--- src/lmsc_pkg.sv ---
// Purpose: Shared constants and types for the local memory strobe control block.
// Assumes: One memory cycle is sixteen clock periods of ref_clk.
// Notes:   Phase windows are inclusive phase numbers within a cycle.
package lmsc_pkg;

  // ----------------------------------------------------------------
  // Cycle timing
  // ----------------------------------------------------------------
  localparam int unsigned   CLK_PERIOD_NS = 5;
  localparam int unsigned   REFRESH_NS    = 15600;
  localparam int unsigned   REFRESH_CLKS  = REFRESH_NS / CLK_PERIOD_NS;
  localparam logic [3:0]    PH_LAST       = 4'hF;
  localparam logic [3:0]    PH_ROW_END    = 4'h4;
  localparam logic [3:0]    PH_COL_BEG    = 4'h5;
  localparam logic [3:0]    PH_COL_END    = 4'h7;
  localparam logic [3:0]    PH_SEL_END    = 4'h4;
  localparam logic [3:0]    PH_RCAS_END   = 4'h2;
  localparam logic [3:0]    PH_RRAS_BEG   = 4'h1;
  localparam logic [3:0]    PH_WR_BEG     = 4'h5;
  localparam logic [3:0]    PH_WR_END     = 4'hE;
  localparam logic [3:0]    PH_DAT_BEG    = 4'h4;
  localparam logic [2:0]    CLKB_LAG      = 3'h2;

  // ----------------------------------------------------------------
  // Address map and field positions
  // ----------------------------------------------------------------
  localparam int unsigned   ADDR_W        = 21;
  localparam logic [16:0]   ID_ROM_PAGE   = 17'h00000;
  localparam logic [4:0]    ROM_SEG_LOW   = 5'h00;
  localparam logic [4:0]    ROM_SEG_HIGH  = 5'h1F;
  localparam int unsigned   ROW_LSB       = 9;
  localparam int unsigned   COL_LSB       = 1;
  localparam int unsigned   A13_BIT       = 13;

  // ----------------------------------------------------------------
  // Reset values
  // ----------------------------------------------------------------
  localparam logic [1:0]    NET_SEL_RST   = 2'h1;
  localparam logic [7:0]    REF_ADDR_RST  = 8'h00;

  typedef enum logic [1:0] {
    LMSC_IDLE    = 2'b00,
    LMSC_ACCESS  = 2'b01,
    LMSC_REFRESH = 2'b10
  } lmsc_kind_e;

  typedef struct packed {
    logic                write;
    logic [ADDR_W-1:0]   addr;
    logic [15:0]         wdata;
  } lmsc_req_s;

endpackage : lmsc_pkg

--- src/lmsc_strobe_ctrl.sv ---
// Purpose: Local memory bus strobe generation for DRAM, boot ROM and address ROM.
// Assumes: ref_clk is the oscillator; all inputs are synchronous to it.
// Notes:   Every output is registered, so it trails the phase counter by one edge.
//
// Functional notes
// - Output enable low on DRAM reads.
// - Output enable high for ROM reads.
// - Row address for first 5/16 cycle.
// - Row strobe low while row valid.
// - Refresh address with row strobe low.
// - Refresh indicator high during refresh cycles.
// - Bus reset low on adapter/system reset.
// - ROM select valid first 5/16, boot-in-ROM.
// - ROM select low for ROM-range reads.
// - ROM select high otherwise.
// - Later cycle part carries address bit 13.
// - Write strobe only on writes, data valid.
// - Divided clock is clock divided by eight.
// - Network selects from host bits, gated changes.
// - Column strobe 3/16; suppressed ROM; CBR refresh.
// - ID ROM enable low on its reads.
// - Two bus clocks, second lags quarter.
`timescale 1ns/1ps

module lmsc_strobe_ctrl
  import lmsc_pkg::*;
#(
  parameter int unsigned REFRESH_CYCLES = REFRESH_CLKS
) (
  input  wire logic       ref_clk,
  input  wire logic       reset,
  input  wire logic       req_valid,
  input  wire lmsc_req_s  req,
  input  wire logic       code_in_ram,
  input  wire logic       adapter_reset_bit,
  input  wire logic       system_reset_in,
  input  wire logic       clock_divide_select,
  input  wire logic [1:0] net_select_bits,
  output logic            req_taken,
  output logic [7:0]      local_addr_low,
  output logic [15:0]     local_data_out,
  output logic            local_data_oe,
  output logic            row_strobe_n,
  output logic            column_strobe_n,
  output logic            mem_output_enable_n,
  output logic            mem_write_n,
  output logic            refresh_active,
  output logic            rom_select_n,
  output logic            id_rom_enable_n,
  output logic            local_bus_reset_n,
  output logic            divided_clock_out,
  output logic            local_bus_clock_a,
  output logic            local_bus_clock_b,
  output logic            net_select_out_0,
  output logic            net_select_out_1
);

  // ----------------------------------------------------------------
  // Elaboration checks
  // ----------------------------------------------------------------
  if (REFRESH_CYCLES < 32 || REFRESH_CYCLES > 65535) begin : g_bad_refresh
    $error("REFRESH_CYCLES must lie between 32 and 65535.");
  end

  // ----------------------------------------------------------------
  // Cycle state
  // ----------------------------------------------------------------
  logic [3:0]  phase;
  lmsc_kind_e  kind;
  lmsc_req_s   cur;
  logic [15:0] ref_cnt;
  logic        ref_pend;
  logic [7:0]  ref_addr;
  logic        is_id;
  logic        is_rom;
  logic        rom_map;
  logic        ram_acc;
  logic        in_row;
  logic        in_col;
  logic        cyc_end;

  // Decode of the access held for the current cycle.
  assign is_id   = (cur.addr[ADDR_W-1:4] == ID_ROM_PAGE);
  assign is_rom  = !is_id && ((cur.addr[ADDR_W-1:16] == ROM_SEG_LOW) || (cur.addr[ADDR_W-1:16] == ROM_SEG_HIGH));
  assign rom_map = is_rom && !code_in_ram;
  assign ram_acc = (kind == LMSC_ACCESS) && !is_id && !rom_map;
  assign in_row  = (phase <= PH_ROW_END);
  assign in_col  = (phase >= PH_COL_BEG) && (phase <= PH_COL_END);
  assign cyc_end = (phase == PH_LAST);

  // Free-running sixteen-phase counter that frames every memory cycle.
  always_ff @(posedge ref_clk) begin
    if (reset) begin
      phase <= 4'h0;
    end else begin
      phase <= phase + 4'h1;
    end
  end

  // Refresh timer; a pending refresh set in the taking cycle is not lost.
  always_ff @(posedge ref_clk) begin
    if (reset) begin
      ref_cnt  <= 16'h0000;
      ref_pend <= 1'b0;
    end else begin
      if (ref_cnt == 16'(REFRESH_CYCLES - 1)) begin
        ref_cnt  <= 16'h0000;
        ref_pend <= 1'b1;
      end else begin
        ref_cnt <= ref_cnt + 16'h0001;
        if (cyc_end) begin
          ref_pend <= 1'b0;
        end
      end
    end
  end

  // Picks the next cycle: refresh first, then a waiting access, else idle.
  always_ff @(posedge ref_clk) begin
    if (reset) begin
      kind      <= LMSC_IDLE;
      cur       <= '0;
      req_taken <= 1'b0;
    end else begin
      req_taken <= 1'b0;
      if (cyc_end) begin
        if (ref_pend) begin
          kind <= LMSC_REFRESH;
        end else if (req_valid) begin
          kind      <= LMSC_ACCESS;
          cur       <= req;
          req_taken <= 1'b1;
        end else begin
          kind <= LMSC_IDLE;
        end
      end
    end
  end

  // Refresh row address advances after each refresh cycle.
  always_ff @(posedge ref_clk) begin
    if (reset) begin
      ref_addr <= REF_ADDR_RST;
    end else if (cyc_end && kind == LMSC_REFRESH) begin
      ref_addr <= ref_addr + 8'h01;
    end
  end

  // ----------------------------------------------------------------
  // Address and data pins
  // ----------------------------------------------------------------
  // Row address early, column address after, refresh address in refresh.
  always_ff @(posedge ref_clk) begin
    if (reset) begin
      local_addr_low <= 8'h00;
    end else if (kind == LMSC_REFRESH) begin
      local_addr_low <= ref_addr;
    end else if (in_row) begin
      local_addr_low <= cur.addr[ROW_LSB +: 8];
    end else begin
      local_addr_low <= cur.addr[COL_LSB +: 8];
    end
  end

  // Write data is driven on both bytes around the whole write strobe.
  always_ff @(posedge ref_clk) begin
    if (reset) begin
      local_data_out <= 16'h0000;
      local_data_oe  <= 1'b0;
    end else begin
      local_data_out <= cur.wdata;
      local_data_oe  <= (kind == LMSC_ACCESS) && cur.write && (phase >= PH_DAT_BEG);
    end
  end

  // ----------------------------------------------------------------
  // Memory strobes
  // ----------------------------------------------------------------
  // Row strobe in every access cycle and in refresh after the column strobe.
  always_ff @(posedge ref_clk) begin
    if (reset) begin
      row_strobe_n <= 1'b1;
    end else if (kind == LMSC_ACCESS) begin
      row_strobe_n <= !in_row;
    end else if (kind == LMSC_REFRESH) begin
      row_strobe_n <= !((phase >= PH_RRAS_BEG) && in_row);
    end else begin
      row_strobe_n <= 1'b1;
    end
  end
  // Column strobe for DRAM only; column-before-row in refresh.
  always_ff @(posedge ref_clk) begin
    if (reset) begin
      column_strobe_n <= 1'b1;
    end else if (kind == LMSC_REFRESH) begin
      column_strobe_n <= !(phase <= PH_RCAS_END);
    end else begin
      column_strobe_n <= !(ram_acc && in_col);
    end
  end
  // Output enable and write strobe after the row portion.
  always_ff @(posedge ref_clk) begin
    if (reset) begin
      mem_output_enable_n <= 1'b1;
      mem_write_n         <= 1'b1;
    end else begin
      mem_output_enable_n <= !(ram_acc && !cur.write && !in_row);
      mem_write_n         <= !(ram_acc && cur.write && (phase >= PH_WR_BEG) && (phase <= PH_WR_END));
    end
  end
  // Refresh indicator spans the whole refresh cycle.
  always_ff @(posedge ref_clk) begin
    if (reset) begin
      refresh_active <= 1'b0;
    end else begin
      refresh_active <= (kind == LMSC_REFRESH);
    end
  end
  // ROM select early in the cycle, then address bit 13 of the held access in every cycle kind.
  always_ff @(posedge ref_clk) begin
    if (reset) begin
      rom_select_n <= 1'b1;
    end else if (phase <= PH_SEL_END) begin
      rom_select_n <= !((kind == LMSC_ACCESS) && rom_map && !cur.write);
    end else begin
      rom_select_n <= cur.addr[A13_BIT];
    end
  end
  // ID ROM enable for reads of its sixteen bytes, the whole cycle.
  always_ff @(posedge ref_clk) begin
    if (reset) begin
      id_rom_enable_n <= 1'b1;
    end else begin
      id_rom_enable_n <= !((kind == LMSC_ACCESS) && is_id && !cur.write);
    end
  end

  // ----------------------------------------------------------------
  // Reset, clocks and network select
  // ----------------------------------------------------------------
  // External glue reset follows either reset source.
  always_ff @(posedge ref_clk) begin
    if (reset) begin
      local_bus_reset_n <= 1'b0;
    end else begin
      local_bus_reset_n <= !(adapter_reset_bit || system_reset_in);
    end
  end
  // Bus clocks at one eighth; the second trails by two clock periods.
  always_ff @(posedge ref_clk) begin
    if (reset) begin
      local_bus_clock_a <= 1'b0;
      local_bus_clock_b <= 1'b0;
      divided_clock_out <= 1'b0;
    end else begin
      local_bus_clock_a <= phase[2];
      local_bus_clock_b <= 3'(phase[2:0] - CLKB_LAG) >= 3'h4;
      divided_clock_out <= clock_divide_select && phase[2];
    end
  end
  // Network selects follow the host bits only while the adapter is in reset.
  always_ff @(posedge ref_clk) begin
    if (reset) begin
      net_select_out_0 <= NET_SEL_RST[1];
      net_select_out_1 <= NET_SEL_RST[0];
    end else if (adapter_reset_bit) begin
      net_select_out_0 <= net_select_bits[1];
      net_select_out_1 <= net_select_bits[0];
    end
  end

  // ----------------------------------------------------------------
  // Assertions
  // ----------------------------------------------------------------
  property p_oe_ram_read;
    @(posedge ref_clk) disable iff (reset)
      ram_acc && !cur.write && !in_row |=> !mem_output_enable_n;
  endproperty
  a_oe_ram_read: assert property (p_oe_ram_read) else $error("Output enable missing on DRAM read.");
  property p_oe_rom;
    @(posedge ref_clk) disable iff (reset)
      (kind == LMSC_ACCESS) && (is_id || rom_map) |=> mem_output_enable_n;
  endproperty
  a_oe_rom: assert property (p_oe_rom) else $error("Output enable active on ROM access.");
  property p_row;
    @(posedge ref_clk) disable iff (reset)
      (kind == LMSC_ACCESS) && (phase == 4'h0) |=> !row_strobe_n [*5] ##1 row_strobe_n;
  endproperty
  a_row: assert property (p_row) else $error("Row strobe not low for five phases.");
  property p_ref_row;
    @(posedge ref_clk) disable iff (reset)
      (kind == LMSC_REFRESH) && (phase == 4'h0) |=> column_strobe_n == 1'b0 ##1 !row_strobe_n [*4];
  endproperty
  a_ref_row: assert property (p_ref_row) else $error("Refresh strobe order wrong.");
  property p_ref_ind;
    @(posedge ref_clk) disable iff (reset)
      (kind == LMSC_REFRESH) |=> refresh_active;
  endproperty
  a_ref_ind: assert property (p_ref_ind) else $error("Refresh indicator low in refresh.");
  property p_bus_reset;
    @(posedge ref_clk) disable iff (reset)
      adapter_reset_bit || system_reset_in |=> !local_bus_reset_n;
  endproperty
  a_bus_reset: assert property (p_bus_reset) else $error("Bus reset not asserted.");
  property p_rom_sel;
    @(posedge ref_clk) disable iff (reset)
      (kind == LMSC_ACCESS) && rom_map && !cur.write && in_row |=> !rom_select_n;
  endproperty
  a_rom_sel: assert property (p_rom_sel) else $error("ROM select missing on ROM read.");
  property p_a13;
    @(posedge ref_clk) disable iff (reset)
      !in_row |=> rom_select_n == $past(cur.addr[A13_BIT]);
  endproperty
  a_a13: assert property (p_a13) else $error("Address bit 13 not on ROM select.");
  property p_write_data;
    @(posedge ref_clk) disable iff (reset)
      !mem_write_n |-> local_data_oe && refresh_active == 1'b0;
  endproperty
  a_write_data: assert property (p_write_data) else $error("Write strobe without data.");
  property p_clk_b;
    @(posedge ref_clk) disable iff (reset)
      $past(reset, 3) == 1'b0 |-> local_bus_clock_b == $past(local_bus_clock_a, 2);
  endproperty
  a_clk_b: assert property (p_clk_b) else $error("Second bus clock lag wrong.");
  property p_net_hold;
    @(posedge ref_clk) disable iff (reset)
      !adapter_reset_bit |=> $stable(net_select_out_0) && $stable(net_select_out_1);
  endproperty
  a_net_hold: assert property (p_net_hold) else $error("Network select changed outside reset.");
  c_ram_read: cover property (@(posedge ref_clk) disable iff (reset) !mem_output_enable_n);
  c_ram_write: cover property (@(posedge ref_clk) disable iff (reset) !mem_write_n);
  c_refresh: cover property (@(posedge ref_clk) disable iff (reset) refresh_active);
  c_rom_read: cover property (@(posedge ref_clk) disable iff (reset) !id_rom_enable_n);

endmodule : lmsc_strobe_ctrl

--- config.mk ---
export PLATFORM = sky130hd
export DESIGN_NAME = lmsc_strobe_ctrl
export DESIGN_NICKNAME = d
export VERILOG_FILES = /design/src/lmsc_pkg.sv /design/src/lmsc_strobe_ctrl.sv
export SDC_FILE = /design/constraint.sdc
export NUM_CORES = 1
export LEC_CHECK = 0
export ABC_AREA = 0
export CAP_MARGIN = 40
export CORE_ASPECT_RATIO = 0.5
export CORE_MARGIN = 3
export CORE_UTILIZATION = 45
export CTS_BUF_LIST = sky130_fd_sc_hd__clkbuf_16
export CTS_CLUSTER_SIZE = 16
export DETAILED_ROUTE_END_ITERATION = 8
export DONT_BUFFER_PORTS = 1
export PLACE_DENSITY_LB_ADDON = 0.3
export SYNTH_ARGS = -nofsm -noshare
export SYNTH_HDL_FRONTEND = slang
export SYNTH_SLANG_ARGS = --single-unit
--- constraint.sdc ---
create_clock -name ref_clk -period 1.73 [get_ports ref_clk]
set_input_delay 0.173 -clock ref_clk [delete_from_list [all_inputs] [get_ports ref_clk]]
set_output_delay 0.173 -clock ref_clk [all_outputs]
set_load 0.05 [all_outputs]
# Word-level counts from Yosys, hierarchy flattened
# Index checks and enable logic that the tools add are counted.
dict set report op_classes {
  n_addsub 4
  mul 0
  div 0
  n_lt_le_gt_ge 8
  n_eq_ne 5
  n_shift 0
  mux 11
  n_bitwise 2
  n_reduce_logical 41
}
# operator n
set op_table {}
lappend op_table {{logical AND 1 bit} 20}
lappend op_table {{zero test 17 bit} 1}
lappend op_table {{adder 16 x 1 -> 16 bit (second input constant)} 1}
lappend op_table {{equality test 16 x 12 -> 1 bit (second input constant)} 1}
lappend op_table {{2-to-1 mux 8 bit} 2}
lappend op_table {{zero test 1 bit} 13}
lappend op_table {{adder 8 x 1 -> 8 bit (second input constant)} 1}
lappend op_table {{>= comparator 4 x 3 -> 1 bit (second input constant)} 2}
lappend op_table {{<= comparator 4 x 3 -> 1 bit (second input constant)} 2}
lappend op_table {{2-to-1 mux 1 bit} 8}
lappend op_table {{equality test 5 bit (second input constant)} 1}
lappend op_table {{zero test 5 bit} 1}
lappend op_table {{adder 4 x 1 -> 4 bit (second input constant)} 1}
lappend op_table {{equality test 4 bit (second input constant)} 1}
lappend op_table {{>= comparator 4 x 1 -> 1 bit (second input constant)} 1}
lappend op_table {{<= comparator 4 x 2 -> 1 bit (second input constant)} 1}
lappend op_table {{<= comparator 4 bit (second input constant)} 1}
lappend op_table {{>= comparator 3 bit (second input constant)} 1}
lappend op_table {{AND reduction 3 bit} 1}
lappend op_table {{OR reduction 3 bit} 1}
lappend op_table {{subtractor 3 x 2 -> 3 bit (second input constant)} 1}
lappend op_table {{equality test 2 x 1 -> 1 bit (second input constant)} 1}
lappend op_table {{equality test 2 bit (second input constant)} 1}
lappend op_table {{logical OR 1 bit} 2}
lappend op_table {{other kinds (4)} 5}
dict set report totals {
  ff_bits 108
  latch_bits 0
  mem_bits_rw 0
  mem_bits_ro 0
  inputBits 47
  word_cells 96
  memories 0
}

# Logic depth before layout (Yosys ltp)
# Gate-level depths: netlist of run 1.
dict set report logic_depth {
  ltp_word 10
  mapped_depth 7
  ltp_nobuf 6
}

# Least setup slack after synthesis of run 1
# Ideal clock, no wire load.
dict set report synth_path {
  path_type {register -> register}
  from {reg phase[0]}
  to {reg cur[18] (netlist bit)}
  setup_ns 0.132
  arrival_ns 1.531
  path_slack_ns 0.067
  path_stages_with_launch 8
  period_less_slack_ns 1.663
  cell_sequence {dfxtp_1 ha_1 nand3_4 or3b_1 buf_2 buf_6 nand2_1 a21oi_1}
}
dict set report synth_via {
  elab_chain_len 2
}
# element line_no
set synth_lines {}
lappend synth_lines {{start, declared} lmsc_strobe_ctrl.sv:68} ;# logic [3:0] phase;
lappend synth_lines {{start signal, assigned} lmsc_strobe_ctrl.sv:96} ;# phase <= phase + 4'h1;
lappend synth_lines {{equality test 4 bit} lmsc_strobe_ctrl.sv:89} ;# assign cyc_end = (phase == PH_LAST);
lappend synth_lines {{AND reduction 3 bit (no line)} --}
lappend synth_lines {{end signal, assigned} lmsc_strobe_ctrl.sv:131} ;# cur <= req;
lappend synth_lines {{end, declared} lmsc_strobe_ctrl.sv:70} ;# lmsc_req_s cur;
# No other way between the ends.
# A chain may end at the register's enable or synchronous reset.

# Worst setup path in the final report of run 1
dict set report layout_path {
  from {reg phase[1]}
  to {reg ref_addr[6]}
}
dict set report layout_via {
  elab_chain_len 2
}
# element line_no
set layout_lines {}
lappend layout_lines {{equality test 4 bit} lmsc_strobe_ctrl.sv:89}
lappend layout_lines {{logical AND 1 bit} lmsc_strobe_ctrl.sv:144} ;# end else if (cyc_end && kind == LMSC_REFRESH) begin
lappend layout_lines {{end signal, assigned} lmsc_strobe_ctrl.sv:145} ;# ref_addr <= ref_addr + 8'h01;
lappend layout_lines {{end, declared} lmsc_strobe_ctrl.sv:73} ;# logic [7:0] ref_addr;
# No other way between the ends.

==> results.json, run 1 <==
{
  "synthTopCellsByCount": "107 x dfxtp_1, 87 x nand2_1, 45 x a21oi_1",
  "root_buffer": "clkbuf_16",
  "antenna_found_initial": 0,
  "synth_warnings": 0,
  "cts.sinks": 107,
  "clkTransAtPathRegs_ns": 0.07,
  "rsz0062_at_grt": "no",
  "first_pass_iters": 4,
  "row_count": 23,
  "post_cts_buffers": 0,
  "yosys_register_bits": 107,
  "tightestPinTransition_ns": 0.521,
  "p_per_area_nw_per_um2": 918,
  "syn_area_per_cell_um2": 9.01,
  "netlist_area_um2": 4050,
  "clock_path_buffers": 2,
  "core-area_um2": 8370,
  "synth_ff_type": "dfxtp_1",
  "maxSlewViolCount": 0,
  "die_w_um": 140,
  "syn_inst": 450,
  "critical_path_required_ns": 1.96,
  "end_kind": "flip-flop",
  "post_drt_wl_per_cell_um": 14.5,
  "ys_types": 43,
  "gp_congestion": 0.804,
  "maxCapViolations": 0,
  "report.power.total_mw": 4.79,
  "final_cells": 633,
  "tns_ns": 0,
  "grtUsageTotal_pct": 18.5,
  "finClkSkew_ns": 0.00945,
  "portBuffers": 0,
  "syn_nets": 505,
  "maxSlewHeadroom_pct": 65.2,
  "fin_nets": 571,
  "status": "completed",
  "yosysTopAreaCellShare_pct": 52.8,
  "hp-class": "in -> reg",
  "setup_viol": 0,
  "crit_type": "reg -> reg",
  "max_freq_mhz": 608,
  "cts-htree-levels": 3,
  "grt_pass1_wl_mm": 15.0,
  "viasPerCell": 5.07,
  "grt_max_degree": 58,
  "crit_arrival_ns": 1.88,
  "die_area_um2": 10300,
  "dp_hpwl_mm": 5.56,
  "start_util_pct": 48.4,
  "die_height_um": 73.1,
  "synth_top_cell_by_area": "dfxtp_1",
  "vias": 3209,
  "synth_edf_count": 0,
  "final_hold_viol_count": 0,
  "cp-start-kind": "flip-flop",
  "n_antenna_cell": 0,
  "min_period_ns": 1.65,
  "async_flop_share_pct": 0,
  "insertion_delay_ns": 0.35,
  "overflow": 0,
  "drtIter0Drc": 233,
  "synth.top_cells.by_area": "dfxtp_1 53%, nand2_1 8.1%, a21oi_1 5.6%, nor2_1 3.8%, nor2b_1 3.2%",
  "power.leakage_nw": 1.98,
  "postRouteAntennaNets": 0,
  "grt_pass1_vias": 3056,
  "yosysMostFrequentCell": "dfxtp_1",
  "dp_cells": 548,
  "drc": 0,
  "seq_area_frac_synth_pct": 52.8,
  "cts_buffers": 9,
  "min_period_over_period_pct": 95.1,
  "path_max_fanout": 10,
  "drive_gt1_share_pct": 7.68,
  "area_growth_syn_to_layout_pct": 28.6,
  "drt_wl_total_mm": 9.16,
  "irDropWorstVdd_v": 0.000509,
  "cts_tree": "yes",
  "io_pins": 86
}
-- layout by cell type (no fill, tap or decap), types with 5 or more instances in the layout --
cell type        n
dlygate4sd3_1   68
nor2_1          41
nor3_1           9
dfxtp_1        105
nand3_1          5
nor4_1           9
nand4_1          7
a211oi_1         9
o21ai_0          5
nand2_1         87
a21oi_1         45
xnor2_1         14
inv_1            7
mux2i_1         10
nand2b_1         5
xor2_1           6
nor2b_1         21
clkbuf_16        9
buf_4            9
ha_1             7
-- what timing repair did --
item / 4_1_cts / 5_1_grt
gates resized for setup: 1 / 4
cloned: 0 / 0
hold buffers: 69 / 0
endpoints found under the setup margin: 8 / 43
hold endpoints to repair: 86 / 0
-- cell families after synthesis --
kind of cell               Yosys count  synth area share [%]
xor gates and xnor gates            20                  4.32
buffers and inverters               33                  3.83
DFF                                107                  52.8
and+or+nand+nor                    207                  25.1
AOI/OAI and AO/OA                   65                  9.01
muxes                               10                  2.47
adders and majority gates            8                  2.47
-- worst paths after layout --
kind	startpoint	to	slack, ns	cells after the start
min	reset	rom_select_n$_SDFF_PP1_	0.02	2
min reg2reg	ref_cnt[0]$_SDFF_PP0_	ref_cnt[0]$_SDFF_PP0_	0.44	1
max reg2reg	phase[1]$_SDFF_PP0_	ref_addr[6]$_SDFFE_PP0P_	0.08	6
max	phase[1]$_SDFF_PP0_	ref_addr[6]$_SDFFE_PP0P_	0.08	6
-- power by group --
| group | switching (mW) | leakage, nW | internal [mW] | total, mW |
|---|---|---|---|---|
| registers | 0.0502 | 0.865 | 2.48 | 2.53 |
| clock network | 0.995 | 0.150 | 1.04 | 2.03 |
| logic | 0.0894 | 0.961 | 0.134 | 0.224 |
| total | 1.13 | 1.98 | 3.65 | 4.79 |
-- registers in the layout, summed over array words and instances (netlist names), 2 cells and up --
| name | flops |
|---|---|
| ref_addr | 8 |
| cur | 37 |
| ref_cnt | 16 |
| local_data_out | 16 |
| phase | 4 |
| kind | 2 |
| local_addr_low | 8 |
-- through the flow --
stage / hold WS (ns) / cell area, µm² / utilization (%) / worst slack (ns)
3_5_place_dp: 0.250 / 4190 / 50.1 / 0.0229
3_3_place_gp: 0.250 / 4190 / 50.1 / 0.0587
5_1_grt: 0.0259 / 5220 / 62.3 / 0.00315
4_1_cts: 0.00196 / 5200 / 62.2 / 0.0000433
2_1_floorplan: 0.250 / 4050 / - / 0.0668
6_report: 0.0166 / 5220 / 62.3 / 0.0844
-- worst max-delay path, stage by stage (launching register included) --
cell	delay [ns]
dfxtp_2	0.38
ha_2	0.23
nand3_4	0.13
buf_4	0.21
nor4_1	0.38
xnor2_1	0.17
nor2_1	0.05
-- metal layers --
metal / share of wire, % / vias up / track usage (%)
li1: - / 1646 / -
met1: 46 / 1475 / 22.6
met2: 47 / 74 / 31.6
met3: 5.5 / 14 / 5.82
met4: 1.6 / 0 / 6.02
met5: 0 / - / 0
-- layout make-up --
class | count | area [µm²]
Timing Repair Buffer | 81 | 836
Tap cell | 112 | 140
Clock inverter | 7 | 76.3
Sequential cell | 107 | 2140
Fill cell | 693 | 3160
Clock buffer | 9 | 225
Multi-Input combinational cell | 310 | 1770
Inverter | 7 | 26.3
Power figures use the tool's default switching activity.
==> run 2, diff against run 1 <==
CORE_MARGIN = default   (was 3)
==> run 2 against run 1 <==
  * Clock skew grew 0.0045 ns
  * Non-clock buffer count is 1 lower
  * Final cell count rose by 0.63%
  * Die area decreased by 8.2%
  * Fmax decreased by 2.3%
  * Setup slack lost 0.039 ns
  * Power rose by 0.67%
  * Critical path type unchanged
  * Largest cell class unchanged
  * Largest power group unchanged
  * Highest routed layer unchanged
==> results.json, run 2 (synthesized netlist as in run 1, its figures left out) <==
{
  "fin_util_pct": 60.2,
  "row_count": 24,
  "cts_tree": "yes",
  "regMostFlops": "cur",
  "core-area_um2": 8710,
  "clock_path_buffers": 2,
  "dpl-instance-area_um2": 4190,
  "portBuffers": 0,
  "fin_nets": 570,
  "drt_wl_total_mm": 8.90,
  "drc": 0,
  "overflow": 0,
  "end_kind": "flip-flop",
  "io_pins": 86,
  "grt_pass1_vias": 2727,
  "crit_arrival_ns": 1.97,
  "cp_slowest_stage_delay_ns": 0.56,
  "maxSlewViolCount": 0,
  "crit_path_top_delay_cell": "dlygate4sd3_1",
  "drtIter0Drc": 143,
  "die_area_um2": 9420,
  "critical_path_buf_inv_count": 1,
  "tightestPinTransition_ns": 0.517,
  "insertion_delay_ns": 0.35,
  "grtUsageTotal_pct": 18.5,
  "final_hold_viol_count": 0,
  "largest_reg_flops": 37,
  "status": "completed",
  "first_pass_iters": 4,
  "area_growth_syn_to_layout_pct": 29.2,
  "hold-worst-slack_ns": 0.0396,
  "p_per_area_nw_per_um2": 920,
  "path_max_fanout": 4,
  "die_w_um": 136,
  "maxCapViolations": 0,
  "antenna_found_initial": 0,
  "critPathTopFamily": "buffers and inverters",
  "n_antenna_cell": 0,
  "irDropWorstVdd_v": 0.000543,
  "reg_top3": "cur (37), local_data_out (16), ref_cnt (16)",
  "maxSlewHeadroom_pct": 65.5,
  "postRouteAntennaNets": 0,
  "final_cell_mix": "102 x dfxtp_1, 87 x nand2_1, 67 x dlygate4sd3_1",
  "finClkSkew_ns": 0.0140,
  "cts_buffers": 9,
  "dp_hpwl_mm": 5.39,
  "cts.sinks": 107,
  "start_util_pct": 46.6,
  "vias": 3256,
  "report.power.total_mw": 4.82,
  "hp-class": "in -> reg",
  "max_freq_mhz": 594,
  "gp_congestion": 0.813,
  "post_cts_buffers": 0,
  "drive_gt1_share_pct": 9.04,
  "tns_ns": 0,
  "cts-htree-levels": 3,
  "clkTransAtPathRegs_ns": 0.08,
  "root_buffer": "clkbuf_16",
  "final_common_cell": "dfxtp_1",
  "min_period_over_period_pct": 97.4,
  "viasPerCell": 5.11,
  "post_drt_wl_per_cell_um": 14.0,
  "crit_type": "reg -> reg",
  "grt_max_degree": 91,
  "setup_viol": 0,
  "crit_path_cell_trace": "ha_2 -> and3_4 -> nand4_1 -> a21oi_1 -> dlygate4sd3_1",
  "die_height_um": 69.1,
  "grt_pass1_wl_mm": 13.3,
  "min_period_ns": 1.68,
  "cp-start-kind": "flip-flop",
  "power.leakage_nw": 1.97,
  "final.fill_count": 737,
  "fin_area_um2": 5240,
  "critical_path_required_ns": 2.02
}
run 2: repair_timing:
item	in CTS	in global routing
endpoints found under the hold margin	86	57
gates resized for setup	0	14
hold buffers	30	38
setup endpoints to repair	0	44
run 2: where the power goes:
group / total (mW) / internal (mW) / switching (mW)
registers: 2.53 / 2.48 / 0.0491
clock network: 2.07 / 1.05 / 1.02
logic: 0.219 / 0.132 / 0.0871
total: 4.82 / 3.66 / 1.16
run 2: stage by stage:
| stage | instances | setup WS [ns] |
|---|---|---|
| after detailed placement | 553 | 0.0167 |
| after global routing | 637 | -0.0345 |
| after floorplan | 450 | 0.0668 |
| after global placement | 553 | 0.0431 |
| final | 637 | 0.0452 |
| after CTS | 599 | 0.00798 |
run 2: worst min-delay path, stage by stage:
cell	delay [ns]
nor2_1	0.03
nand2_1	0.08
nor2_1	0.05
run 2: area by class of cell:
class / instances / area [µm²] / area share, %
clock buffers: 9 / 225 / 4.30
clock inverters: 7 / 88.8 / 1.70
inverters: 7 / 26.3 / 0.502
multi-input cells: 310 / 1780 / 34.1
flip-flops and latches: 107 / 2150 / 41.1
well taps: 117 / 146 / 2.79
repair buffers: 80 / 817 / 15.6
run 2: layer usage:
metal | up-vias | track usage (%) | part of all wire [%]
met3 | 4 | 7.80 | 6.4
met4 | 0 | 6.30 | 0.54
met5 | - | 0 | 0
li1 | 1635 | - | -
met1 | 1547 | 23.7 | 45
met2 | 70 | 27.9 | 48
run 2: worst paths after layout:
check,to,startpoint,slack [ns],depth (start not counted)
worst max-delay path,ref_pend$_SDFFE_PP0P_,ref_cnt[0]$_SDFF_PP0_,0.05,5
worst min-delay path,local_data_oe$_SDFF_PP0_,reset,0.04,3
worst max register to register,ref_pend$_SDFFE_PP0P_,ref_cnt[0]$_SDFF_PP0_,0.05,5
worst min register to register,ref_cnt[0]$_SDFF_PP0_,ref_cnt[0]$_SDFF_PP0_,0.44,1
==> run 3, diff against run 2 <==
CORE_UTILIZATION = 40   (was 45)
MAX_ROUTING_LAYER = met4   (was default)
==> run 3 against run 2 <==
  * Sequential share of layout area is 0.62 points higher
  * Global-route usage is 0.064 points lower
  * Clock skew is 0.0055 ns lower
  * Setup slack better by 0.028 ns
  * Non-clock buffer count is 10 lower
  * Register-to-register slack better by 0.03 ns
  * Final cell count is 1.3% higher
  * Count of clock-buffer cells in the layout stayed put
  * Utilization is 6.7 points lower
  * Via count is 2.3% lower
  * Sequential power hardly changed
  * Fmax is 1.7% higher
  * Largest cell class unchanged
  * Largest power group unchanged
  * Highest routed layer unchanged
==> results.json, run 3 (synthesized netlist as in run 1, its figures left out) <==
{
  "fin_nets": 560,
  "cts_buffers": 9,
  "viasPerCell": 4.93,
  "final.fill_count": 893,
  "grt_pass1_wl_mm": 14.3,
  "grtUsageTotal_pct": 18.4,
  "crit_arrival_ns": 1.94,
  "first_pass_iters": 4,
  "drtIter0Drc": 102,
  "tightestPinTransition_ns": 0.513,
  "cts_tree": "yes",
  "overflow": 0,
  "report.power.total_mw": 4.79,
  "die_w_um": 144,
  "seq_area_um2": 2140,
  "core-area_um2": 9630,
  "end_kind": "flip-flop",
  "p_per_area_nw_per_um2": 931,
  "critical_path_required_ns": 2.01,
  "final_cell_mix": "105 x dfxtp_1, 87 x nand2_1, 54 x dlygate4sd3_1",
  "clock_path_buffers": 2,
  "post_drt_wl_per_cell_um": 14.0,
  "vias": 3182,
  "die_height_um": 73.2,
  "hold-worst-slack_ns": 0.00694,
  "maxSlewHeadroom_pct": 65.7,
  "gp_congestion": 0.804,
  "rrSetupSlack_ns": 0.07,
  "min_period_ns": 1.66,
  "drc": 0,
  "min_from": "reset",
  "antenna_found_initial": 0,
  "regMostFlops": "cur",
  "postRouteAntennaNets": 0,
  "worstHoldPathCells": 2,
  "row_count": 25,
  "root_buffer": "clkbuf_16",
  "crit_type": "reg -> reg",
  "irDropWorstVdd_v": 0.000557,
  "min_period_over_period_pct": 95.8,
  "reg_top3": "cur (37), local_data_out (16), ref_cnt (16)",
  "cp-start-kind": "flip-flop",
  "insertion_delay_ns": 0.35,
  "clkTransAtPathRegs_ns": 0.08,
  "max_freq_mhz": 604,
  "hp-class": "in -> reg",
  "die_area_um2": 10600,
  "drt_wl_total_mm": 9.05,
  "multi_input_comb_area_um2": 1770,
  "maxSlewViolCount": 0,
  "final_common_cell": "dfxtp_1",
  "dp_hpwl_mm": 5.36,
  "grt_pass1_vias": 2940,
  "area_growth_syn_to_layout_pct": 26.9,
  "cts-htree-levels": 3,
  "io_pins": 86,
  "largest_reg_flops": 37,
  "drive_gt1_share_pct": 8.04,
  "finClkSkew_ns": 0.00850,
  "reg2reg_depth": 8,
  "final_hold_viol_count": 0,
  "setup_viol": 0,
  "n_antenna_cell": 0,
  "r2r-end": "cur[22]$_SDFFE_PP0P_",
  "min_to": "rom_select_n$_SDFF_PP1_",
  "cts.sinks": 107,
  "path_max_fanout": 18,
  "status": "completed",
  "maxCapViolations": 0,
  "power.leakage_nw": 1.90,
  "fin_util_pct": 53.4,
  "portBuffers": 0,
  "start_util_pct": 42.1,
  "grt_max_degree": 76,
  "r2r_start": "phase[0]$_SDFF_PP0_"
}
==> run 3: cell types whose count changed in the layout (fill, tap and decap cells not counted), moves of 2 or more <==
cell / change
buf_4: +2
clkinv_8: -2
dfxtp_1: +3
dfxtp_2: -2
dlygate4sd3_1: -13
ha_1: +2
ha_2: -3
==> run 3: how the worst max path moves through the flow <==
stage,start,to,slack (ns),depth (start not counted)
2_1_floorplan,phase[0]$_SDFF_PP0_,cur[18]$_SDFFE_PP0P_,0.07,7
3_3_place_gp,phase[1]$_SDFF_PP0_,cur[32]$_SDFFE_PP0P_,0.08,7
3_5_place_dp,phase[1]$_SDFF_PP0_,cur[18]$_SDFFE_PP0P_,0.05,7
4_1_cts,phase[1]$_SDFF_PP0_,cur[18]$_SDFFE_PP0P_,0.03,7
5_1_grt,phase[0]$_SDFF_PP0_,cur[33]$_SDFFE_PP0P_,-0.007,8
6_report,phase[0]$_SDFF_PP0_,cur[22]$_SDFFE_PP0P_,0.07,8
==> run 3: repair_timing <==
item | 4_1_cts | 5_1_grt
hold buffers | 55 | 0
endpoints found under the hold margin | 86 | 0
endpoints found under the setup margin | 0 | 40
resized for setup | 0 | 4
setup buffers | 0 | 2
==> run 3: report_power, final <==
part	internal (mW)	leakage, nW	switching, mW
registers	2.48	0.865	0.0493
logic	0.127	0.884	0.0959
clock network	1.03	0.149	1.00
==> run 3: final cells by class <==
class	instances	share of cell area (%)
clock buffer	9	4.38
clock inverter	7	1.48
inverter	7	0.511
multi-input combinational	310	34.4
sequential	107	41.7
tap	135	3.28
timing repair buffer	70	14.3
==> run 3: critical path, cell delays in order, from the launching register on <==
cell and delay [ns]:
dfxtp_1 0.38, ha_4 0.17, nand3_4 0.12, buf_4 0.20
nor3b_4 0.18, buf_4 0.16, clkbuf_16 0.18, nand2_1 0.07
a21oi_1 0.12
==> run 3: metrics by stage <==
step / instance area (µm²) / TNS [ns] / setup WS (ns) / instances
global route: 5150 / -0.00713 / -0.00713 / 645
CTS: 5090 / 0 / 0.0278 / 642
detailed placement: 4220 / 0 / 0.0474 / 571
floorplan: 4050 / 0 / 0.0668 / 450
global placement: 4220 / 0 / 0.0796 / 571
finish: 5150 / 0 / 0.0732 / 645
==> run 3: routing by layer <==
layer  share of wire [%]  GRT usage (%)
met1                  46           22.0
met2                  47           29.4
met3                 5.7           6.36
met4                 1.1           5.73
met5                   0              -
